==> src/design/bkr_defines.svh <==
// bkr_defines.svh: offsets, field positions and reset values of the
// buck level register bank; assumes a 32-bit apb with byte addressing.
`ifndef BKR_DEFINES_SVH
`define BKR_DEFINES_SVH

// register indices as numbered; byte address is four times the index
`define BKR_IDX_ONE 6'd24
`define BKR_IDX_TWO 6'd25
`define BKR_IDX_THREE 6'd26
`define BKR_IDX_FOUR 6'd27

// field positions inside each 24-bit register
`define BKR_NORMAL_LSB 0
`define BKR_NORMAL_MSB 4
`define BKR_SCALED_LSB 5
`define BKR_SCALED_MSB 9
`define BKR_STANDBY_LSB 10
`define BKR_STANDBY_MSB 14
`define BKR_UPPER_LSB 15
`define BKR_UPPER_MSB 18
`define BKR_LOWER_LSB 19
`define BKR_LOWER_MSB 22
`define BKR_RANGE_BIT 23

// system reset values of the slow-scaling window
`define BKR_UPPER_RST 4'ha
`define BKR_LOWER_RST 4'h8

// bits that software may change
`define BKR_WR_MASK_FULL 24'hffffff
`define BKR_WR_MASK_LITE 24'h807fff

`endif

==> src/design/bkr_pkg.sv <==
// bkr_pkg: types shared by the buck level register bank.
// widths are written out here and must match bkr_defines.svh.
package bkr_pkg;

  typedef struct packed {
    logic range_select;
    logic [4:0] slow_scale_lower;
    logic [3:0] slow_scale_upper;
    logic [4:0] standby_level;
    logic [4:0] scaled_level;
    logic [4:0] normal_level;
  } bkr_levels_t;

  typedef struct packed {
    logic pready;
    logic pslverr;
    logic [31:0] prdata;
  } bkr_resp_t;

endpackage

==> src/design/bkr_buck_level_regs.sv <==
// bkr_buck_level_regs: four 24-bit buck level registers behind apb.
// assumes an apb4 master on core_clk; rst_b is the system reset.
//
// Contract
// - reg 24 bits 0-4: rw normal level of buck one, never reset
// - reg 24 bits 5-9: rw scaled level of buck one, never reset
// - reg 24 bits 10-14: rw standby level of buck one, never reset
// - reg 24 bits 15-18: rw slow-scale upper limit, reset to 1010
// - reg 24 bits 19-22: rw lower limit, top bit zero, reset 1000
// - reg 24 bit 23: rw range select of buck one, never reset
// - reg 25 repeats reg 24 layout and resets for buck two
// - reg 26: normal level bits 0-4, spare rw bits 5-9, no reset
// - reg 26: standby 10-14, range 23 rw unreset, 15-22 read zero
// - reg 27: normal 0-4, spare 5-9, standby 10-14, never reset
// - reg 27 bit 23 rw range unreset; bits 15-22 read zero
`timescale 1ns/1ps
`include "bkr_defines.svh"
module bkr_buck_level_regs #(
  parameter int ADDR_W = 8,
  parameter int NUM_BUCK = 4,
  parameter int NUM_LIMIT = 2
) (
  // clock and reset
  input wire logic core_clk,
  input wire logic rst_b,
  // apb slave
  input wire logic psel,
  input wire logic penable,
  input wire logic pwrite,
  input wire logic [ADDR_W-1:0] paddr,
  input wire logic [31:0] pwdata,
  input wire logic [3:0] pstrb,
  input wire logic [2:0] pprot,
  output logic pready,
  output logic pslverr,
  output logic [31:0] prdata,
  // level codes towards the regulators
  output bkr_pkg::bkr_levels_t [NUM_BUCK-1:0] levels
);

  // word indices of the four registers; byte address is four times these
  localparam logic [ADDR_W-3:0] IDX_ONE =
    (ADDR_W-2)'(`BKR_IDX_ONE);
  localparam logic [ADDR_W-3:0] IDX_TWO =
    (ADDR_W-2)'(`BKR_IDX_TWO);
  localparam logic [ADDR_W-3:0] IDX_THREE =
    (ADDR_W-2)'(`BKR_IDX_THREE);
  localparam logic [ADDR_W-3:0] IDX_FOUR =
    (ADDR_W-2)'(`BKR_IDX_FOUR);

  bkr_pkg::bkr_resp_t resp_q;
  logic [NUM_BUCK-1:0] hit;
  logic map_err;
  logic commit;
  logic [23:0] lane_mask;
  logic [23:0] wr_mask [NUM_BUCK];
  logic [23:0] rd_word [NUM_BUCK];
  logic [31:0] rd_data;
  logic [ADDR_W-3:0] word_idx;
  logic aligned;

  // the low two address bits must be zero: byte offsets hit nothing
  always_comb
  begin
    word_idx = paddr[ADDR_W-1:2];
    aligned = (paddr[1:0] == 2'b00);
  end

  // address decode; a misaligned or foreign address hits nothing
  always_comb
  begin
    hit = '0;
    map_err = 1'b0;
    if (aligned && word_idx == IDX_ONE)
    begin
      hit[0] = 1'b1;
    end
    else if (aligned && word_idx == IDX_TWO)
    begin
      hit[1] = 1'b1;
    end
    else if (aligned && word_idx == IDX_THREE)
    begin
      hit[2] = 1'b1;
    end
    else if (aligned && word_idx == IDX_FOUR)
    begin
      hit[3] = 1'b1;
    end
    else
    begin
      map_err = 1'b1;
    end
  end

  // a write lands only at the edge where the master sees pready
  always_comb
  begin
    commit = psel & penable & pwrite & resp_q.pready & ~resp_q.pslverr;
  end

  // byte lanes 0 to 2 cover the 24 bits; lane 3 has nothing behind it
  always_comb
  begin
    lane_mask = {{8{pstrb[2]}}, {8{pstrb[1]}}, {8{pstrb[0]}}};
  end

  // write data split by field; the same slices feed every register
  logic [4:0] wd_normal;
  logic [4:0] wd_scaled;
  logic [4:0] wd_standby;
  logic [3:0] wd_upper;
  logic [3:0] wd_lower;
  logic wd_range;

  always_comb
  begin
    wd_normal = pwdata[`BKR_NORMAL_MSB:`BKR_NORMAL_LSB];
    wd_scaled = pwdata[`BKR_SCALED_MSB:`BKR_SCALED_LSB];
    wd_standby = pwdata[`BKR_STANDBY_MSB:`BKR_STANDBY_LSB];
    wd_upper = pwdata[`BKR_UPPER_MSB:`BKR_UPPER_LSB];
    wd_lower = pwdata[`BKR_LOWER_MSB:`BKR_LOWER_LSB];
    wd_range = pwdata[`BKR_RANGE_BIT];
  end

  // pprot, lane 3 and bits 31 to 24 carry no meaning here; every
  // access level may write, and the top byte has no storage behind it
  logic spare_inputs;
  always_comb
  begin
    spare_inputs = ^pprot ^ pstrb[3] ^ (^pwdata[31:24]);
  end

  genvar g;
  generate
    for (g = 0; g < NUM_BUCK; g++)
    begin : g_buck
      logic [4:0] normal_q;
      logic [4:0] scaled_q;
      logic [4:0] standby_q;
      logic [0:0] range_q;
      logic [3:0] upper_q;
      logic [3:0] lower_q;
      logic [23:0] writable;
      logic wr_hit;
      logic [4:0] we_normal;
      logic [4:0] we_scaled;
      logic [4:0] we_standby;
      logic [0:0] we_range;

      always_comb
      begin
        wr_hit = commit & hit[g];
      end

      // only the first buckets own the slow-scaling window
      always_comb
      begin
        if (g < NUM_LIMIT)
          writable = `BKR_WR_MASK_FULL;
        else
          writable = `BKR_WR_MASK_LITE;
        wr_mask[g] = wr_hit ? (lane_mask & writable) : '0;
      end

      // per-field enables; a cleared strobe lane leaves its bits alone
      always_comb
      begin
        we_normal = wr_mask[g][`BKR_NORMAL_MSB:`BKR_NORMAL_LSB];
        we_scaled = wr_mask[g][`BKR_SCALED_MSB:`BKR_SCALED_LSB];
        we_standby = wr_mask[g][`BKR_STANDBY_MSB:`BKR_STANDBY_LSB];
        we_range = wr_mask[g][`BKR_RANGE_BIT];
      end

      bkr_field_reg #(
        .WIDTH(5),
        .HAS_RST(1'b0),
        .RST_VAL(5'h00)
      ) u_normal (
        .core_clk(core_clk),
        .rst_b(rst_b),
        .wr_mask(we_normal),
        .wr_data(wd_normal),
        .q(normal_q)
      );

      // on buckets three and four this is spare storage, still driven onto scaled_level
      bkr_field_reg #(
        .WIDTH(5),
        .HAS_RST(1'b0),
        .RST_VAL(5'h00)
      ) u_scaled (
        .core_clk(core_clk),
        .rst_b(rst_b),
        .wr_mask(we_scaled),
        .wr_data(wd_scaled),
        .q(scaled_q)
      );

      bkr_field_reg #(
        .WIDTH(5),
        .HAS_RST(1'b0),
        .RST_VAL(5'h00)
      ) u_standby (
        .core_clk(core_clk),
        .rst_b(rst_b),
        .wr_mask(we_standby),
        .wr_data(wd_standby),
        .q(standby_q)
      );

      bkr_field_reg #(
        .WIDTH(1),
        .HAS_RST(1'b0),
        .RST_VAL(1'b0)
      ) u_range (
        .core_clk(core_clk),
        .rst_b(rst_b),
        .wr_mask(we_range),
        .wr_data(wd_range),
        .q(range_q)
      );

      if (g < NUM_LIMIT)
      begin : g_limit
        bkr_field_reg #(
          .WIDTH(4),
          .HAS_RST(1'b1),
          .RST_VAL(`BKR_UPPER_RST)
        ) u_upper (
          .core_clk(core_clk),
          .rst_b(rst_b),
          .wr_mask(wr_mask[g][`BKR_UPPER_MSB:`BKR_UPPER_LSB]),
          .wr_data(wd_upper),
          .q(upper_q)
        );

        bkr_field_reg #(
          .WIDTH(4),
          .HAS_RST(1'b1),
          .RST_VAL(`BKR_LOWER_RST)
        ) u_lower (
          .core_clk(core_clk),
          .rst_b(rst_b),
          .wr_mask(wr_mask[g][`BKR_LOWER_MSB:`BKR_LOWER_LSB]),
          .wr_data(wd_lower),
          .q(lower_q)
        );
      end
      else
      begin : g_no_limit
        // read-only zeros; no flip-flop exists behind these bits
        always_comb
        begin
          upper_q = 4'h0;
          lower_q = 4'h0;
        end
      end

      // read word of this register
      always_comb
      begin
        rd_word[g] = '0;
        rd_word[g][`BKR_NORMAL_MSB:`BKR_NORMAL_LSB] = normal_q;
        rd_word[g][`BKR_SCALED_MSB:`BKR_SCALED_LSB] = scaled_q;
        rd_word[g][`BKR_STANDBY_MSB:`BKR_STANDBY_LSB] = standby_q;
        rd_word[g][`BKR_UPPER_MSB:`BKR_UPPER_LSB] = upper_q;
        rd_word[g][`BKR_LOWER_MSB:`BKR_LOWER_LSB] = lower_q;
        rd_word[g][`BKR_RANGE_BIT] = range_q[0];
      end

      // the lower limit is a five-bit level with its top bit zero
      always_comb
      begin
        levels[g].normal_level = normal_q;
        levels[g].scaled_level = scaled_q;
        levels[g].standby_level = standby_q;
        levels[g].slow_scale_upper = upper_q;
        levels[g].slow_scale_lower = {1'b0, lower_q};
        levels[g].range_select = range_q[0];
      end
    end
  endgenerate

  // read multiplexer; bits 31 to 24 always read zero
  always_comb
  begin
    rd_data = 32'h0000_0000;
    if (hit[0])
    begin
      rd_data = {8'h00, rd_word[0]};
    end
    else if (hit[1])
    begin
      rd_data = {8'h00, rd_word[1]};
    end
    else if (hit[2])
    begin
      rd_data = {8'h00, rd_word[2]};
    end
    else if (hit[3])
    begin
      rd_data = {8'h00, rd_word[3]};
    end
  end

  bkr_apb_resp u_resp (
    .core_clk(core_clk),
    .rst_b(rst_b),
    .psel(psel),
    .penable(penable),
    .pwrite(pwrite),
    .map_err(map_err),
    .rd_data(rd_data),
    .resp_q(resp_q)
  );

  // answer comes straight from the response flip-flops
  always_comb
  begin
    pready = resp_q.pready;
    pslverr = resp_q.pslverr;
    prdata = resp_q.prdata;
  end

endmodule

==> src/design/bkr_field_reg.sv <==
// bkr_field_reg: one register field with a per-bit write mask.
// assumes masks come from a completed apb write; an unreset field
// powers up unknown and keeps its value through every reset.
`timescale 1ns/1ps
module bkr_field_reg #(
  parameter int WIDTH = 5,
  parameter bit HAS_RST = 1'b0,
  parameter logic [WIDTH-1:0] RST_VAL = '0
) (
  // clock and reset
  input wire logic core_clk,
  input wire logic rst_b,
  // write side
  input wire logic [WIDTH-1:0] wr_mask,
  input wire logic [WIDTH-1:0] wr_data,
  // stored value
  output logic [WIDTH-1:0] q
);

  logic [WIDTH-1:0] field_d;

  always_comb
  begin
    field_d = (q & ~wr_mask) | (wr_data & wr_mask);
  end

  generate
    if (HAS_RST)
    begin : g_rst
      always_ff @(posedge core_clk or negedge rst_b)
      begin
        if (!rst_b)
          q <= RST_VAL;
        else
          q <= field_d;
      end
    end
    else
    begin : g_keep
      // no reset on purpose: the level codes survive every reset
      always_ff @(posedge core_clk)
      begin
        q <= field_d;
      end
    end
  endgenerate

endmodule

==> src/design/bkr_apb_resp.sv <==
// bkr_apb_resp: registered apb answer, one wait state per transfer.
// assumes psel, penable and pwrite are synchronous to core_clk.
`timescale 1ns/1ps
module bkr_apb_resp (
  // clock and reset
  input wire logic core_clk,
  input wire logic rst_b,
  // request
  input wire logic psel,
  input wire logic penable,
  input wire logic pwrite,
  input wire logic map_err,
  input wire logic [31:0] rd_data,
  // answer
  output bkr_pkg::bkr_resp_t resp_q
);

  bkr_pkg::bkr_resp_t resp_d;

  always_comb
  begin
    resp_d = resp_q;
    resp_d.pready = psel & penable & ~resp_q.pready;
    if (psel && penable && !resp_q.pready)
    begin
      resp_d.pslverr = map_err;
      resp_d.prdata = pwrite ? 32'h0000_0000 : rd_data;
    end
    else
    begin
      resp_d.pslverr = 1'b0;
    end
  end

  always_ff @(posedge core_clk or negedge rst_b)
  begin
    if (!rst_b)
      resp_q <= '0;
    else
      resp_q <= resp_d;
  end

endmodule

==> config.mk <==
export PLATFORM = sky130hd
export DESIGN_NAME = bkr_buck_level_regs
export DESIGN_NICKNAME = d
export VERILOG_FILES = /design/src/design/bkr_pkg.sv /design/src/design/bkr_buck_level_regs.sv /design/src/design/bkr_field_reg.sv /design/src/design/bkr_apb_resp.sv
export VERILOG_INCLUDE_DIRS = /design/src /design/src/design
export SDC_FILE = /design/constraint.sdc
export NUM_CORES = 1
export LEC_CHECK = 0
export BUFFER_PORTS_ARGS = -buffer_cell sky130_fd_sc_hd__buf_2
export CAP_MARGIN = 30
export CORE_ASPECT_RATIO = 1.4
export CORE_MARGIN = 2
export CORE_UTILIZATION = 35
export CTS_BUF_LIST = sky130_fd_sc_hd__clkbuf_2 sky130_fd_sc_hd__clkbuf_4 sky130_fd_sc_hd__clkbuf_8
export CTS_CLUSTER_DIAMETER = 80
export DETAILED_ROUTE_END_ITERATION = 12
export GPL_TIMING_DRIVEN = 0
export HOLD_SLACK_MARGIN = 0.12
export PLACE_DENSITY_LB_ADDON = 0.08
export SETUP_SLACK_MARGIN = 0.2
export SYNTH_ARGS = -nofsm -noshare
export SYNTH_HDL_FRONTEND = slang
export SYNTH_HIERARCHICAL = 1
export SYNTH_SLANG_ARGS = --single-unit
==> constraint.sdc <==
create_clock -name core_clk -period 2.2 [get_ports core_clk]
set_input_delay 0.55 -clock core_clk [delete_from_list [all_inputs] [get_ports core_clk]]
set_output_delay 0.55 -clock core_clk [all_outputs]
set_load 0.1 [all_outputs]
* After elaboration in Yosys (flattened, before gate mapping)
Index checks and enable logic that the tools add are counted.
** Operators by class
- Eq/ne operators :: 4
- Bitwise gates (word level) :: 91
- Multiplexer cells :: 21
- Reduce and logical (&&, ||, !) cells :: 8
** Operators with widths (number)
- two-way mux 24 bit :: 6
- AND 5 bit :: 24
- two-way mux 32 bit :: 3
- NOT 5 bit :: 12
- OR 5 bit :: 12
- AND 4 bit :: 8
- equality test 6 x 5 -> 1 bit (second input constant) :: 4
- AND 1 bit :: 17
- NOT 4 bit :: 4
- OR 4 bit :: 4
- two-way mux 1 bit :: 10
- logical AND 1 bit :: 6
- NOT 1 bit :: 6
- OR 1 bit :: 4
- two-way mux 3 bit :: 1
- zero test 2 bit :: 1
- two-way mux 2 bit :: 1
- zero test 1 bit :: 1
** Storage, ports and cells
- Logic and storage cells :: 147
- Register bits :: 114
- Output and inout port bits :: 134

* Longest topological paths before layout
- Word-level depth :: 11
- Depth in mapped cells :: 7
- Mapped depth without buffers :: 5

* Hierarchy
Netlist, hierarchy kept.
** By module, submodules not included
- bkr_field_reg at g_buck[0].u_normal ... :: cells each 5, times used 12, area each 150.1 um^2
- bkr_apb_resp :: cells each 107, times used 1, area each 1615.3 um^2
- bkr_buck_level_regs :: cells each 108, times used 1, area each 1101.1 um^2
- bkr_field_reg at g_buck[0].g_limit.u_upper ... :: cells each 8, times used 2, area each 162.7 um^2
- bkr_field_reg at g_buck[0].g_limit.u_lower ... :: cells each 8, times used 2, area each 161.4 um^2
- bkr_field_reg at g_buck[0].u_range ... :: cells each 1, times used 4, area each 30.0 um^2

* Worst setup path before layout
OpenSTA, ideal clock, no wires.
- Path kind :: reg-to-reg
- Start :: reg u_resp/resp_q[33] (netlist name)
- End :: reg with a tool-made name
- Clock period less this slack :: 2.948 ns
- Data required time :: 2.074 ns
- Cell stages (with the launch flop) :: 4
- Arrival :: 2.821 ns
- Setup slack :: -0.748 ns
- Path through :: dfrtp_1 nand3b_1 nor4_1 mux2_4

==> results.json <==
{
  "die_h_um": 149,
  "dieArea_um2": 16100,
  "via_per_inst": 4.54,
  "critPathLaunchType": "flop",
  "pwr_density_cell_nw_per_um2": 733,
  "drive_above_1_share_pct": 58.6,
  "ys_warn_count": 6,
  "leakage_nw": 3.28,
  "detail_route.wirelength_mm": 13.3,
  "drtIter0Drc": 101,
  "worstSetupPathType": "reg -> out",
  "area_growth_pct": 33.0,
  "path_cells": "buf_2",
  "fin_crit_sh_pct": 88.0,
  "min_period_ns": 1.94,
  "die_w_um": 108,
  "nets": 571,
  "status": "complete, no violations",
  "cts.reportedPaths.clkPinSlew_ns": 0.08,
  "synth_cells": 311,
  "path_buf_inv": 1,
  "io-pin-count": 186,
  "dp_hpwl_mm": 9.41,
  "root_buffer": "clkbuf_8",
  "crit_fanout": 3,
  "antenna_found_initial": 0,
  "final_core_utilization_pct": 47.1,
  "rsz0062_at_grt": "no",
  "initial_core_util_pct": 35.4,
  "globalplace.congestion": 0.714,
  "ys_ff_latch": 114,
  "finalSetupViolCount": 0,
  "crit_family": "flip-flops",
  "tightestPinTransition_ns": 0.683,
  "port_buffers": 152,
  "yosysUniqueCellTypes": 32,
  "vdd.ir_drop.worst_mv": 0.559,
  "first_pass_iters": 4,
  "diodes": 0,
  "worst_clock_skew_ns": 0.0142,
  "maxCapViolCount": 0,
  "post-route-drc-count": 0,
  "wl_per_cell_um": 18.3,
  "ys_seq_area_share_pct": 60.2,
  "slew-limit-headroom_pct": 54.4,
  "critPathMaxStageDelay_ns": 0.55,
  "hold_class": "in -> reg",
  "synth_area_um2": 5290,
  "hold_violations": 0,
  "design_area_um2": 7030,
  "dp.cells": 683,
  "vias": 3286,
  "antenna_left": 0,
  "worst_path_max_delay_cell": "dfstp_2",
  "grt_usage_pct": 17.1,
  "clock_latency_ns": 0.42,
  "grt-ovfl-total": 0,
  "grt_use_met3_pct": 4.66,
  "first_global_vias": 3487,
  "core_um2": 14900,
  "fmax_mhz": 517,
  "numCtsBuffers": 17,
  "grt_use_met1_pct": 20.1,
  "tritoncts": "built",
  "clockBufferDepth": 2,
  "grt_max_degree": 39,
  "grt_pass1_wl_mm": 20.1,
  "stdcell_count": 724,
  "num_rows": 53,
  "numClockSinks": 114,
  "top_usage_layer": "met2",
  "cts_max_level": 4,
  "dpl_cell_area_um2": 6480,
  "required_ns": 1.65,
  "fin_hold_ws_ns": 0.339,
  "slew_viol_final": 0,
  "crit_arrival_ns": 1.39,
  "avgSynthCellArea_um2": 17.0,
  "crit_path_end_kind": "output pin",
  "use_met2_pct": 30.4
}
## cell families after synthesis
| family | share of synthesized area [%] |
|---|---|
| simple gates | 11.0 |
| buf+inv | 6.49 |
| other cells | 0.0709 |
| flops | 60.2 |
| mux | 22.3 |
## repair_timing
action | 4_1_cts | 5_1_grt
pin swaps | 4 | 0
setup buffers | 8 | 0
resized for setup | 3 | 8
hold endpoints to repair | 12 | 0
hold buffers | 1 | 0
cloned | 0 | 0
endpoints found under the setup margin | 66 | 20
## cell usage after synthesis, drive strengths merged
library cell	number	area [um2]
edfxtp	64	1920
mux2	48	706
dfrtp	44	1100
buf	34	315
nor2b	33	206
and3	16	100
mux4	16	394
nor3	11	106
mux2i	8	80.1
clkbuf	7	27.5
dfstp	6	158
and2	4	25.0
nand2	4	22.5
nor2	3	11.3
nor4	3	18.8
and3b	2	17.5
and4b	2	20.0
and4	1	8.76
conb	1	3.75
nand3	1	5.00
nand3b	1	7.51
nand4	1	6.26
nor4b	1	23.8
## cell type report
type | instances | area (um2)
Buffer | 41 | 358
Clock buffer | 18 | 241
Clock inverter | 14 | 201
Fill cell | 1421 | 7890
Multi-Input combinational cell | 183 | 1930
Sequential cell | 114 | 3180
Tap cell | 192 | 240
Timing Repair Buffer | 162 | 876
## power by group
part / internal (mW) / switching, mW / total, mW
registers: 2.28 / 0.0143 / 2.30
clock network: 1.26 / 0.924 / 2.19
logic: 0.173 / 0.494 / 0.667
total: 3.72 / 1.43 / 5.15
## placed cells by master (no fill, tap or decap), types with 7 or more instances in the layout
cell	count
nor3_2	8
dfrtp_1	42
mux4_1	9
clkbuf_8	17
mux4_2	7
buf_2	149
mux2_4	44
buf_4	31
and3_1	16
conb_1	28
edfxtp_1	64
mux2i_1	8
buf_12	7
nor2b_1	33
## final timing paths
check / start / endpoint / slack [ns] / cells past startpoint
max in group asynchronous: rst_b / async pin / 1.01 / 3
worst min register to register: u_resp/resp_q[30] / u_resp/resp_q[30] / 0.51 / 1
worst max register to register: u_resp/resp_q[32] / flop / 0.30 / 5
worst max-delay path: flop / levels[18] / 0.26 / 1
min in group asynchronous: rst_b / u_resp/resp_q[0] / 0.58 / 2
worst min-delay path: pwdata[3] / flop / 0.34 / 1
## through the flow
| stage | setup TNS, ns | total power [mW] | setup WS (ns) |
|---|---|---|---|
| 6_report | 0 | 5.15 | 0.264 |
| 5_1_grt | 0 | 5.35 | 0.202 |
| 3_3_place_gp | -33.68 | 3.00 | -0.595 |
| 4_1_cts | 0 | 5.23 | 0.118 |
| 2_1_floorplan | -0.161 | 2.87 | -0.0403 |
| 3_5_place_dp | -33.14 | 3.01 | -0.614 |
## routing by layer
layer  vias up  part of all wire, %
li1       1533                    -
met2        98                   54
met1      1647                   39
met5         -                    0
met3         8                  5.3
met4         0                 0.84
(Power assumes the default switching activity.)
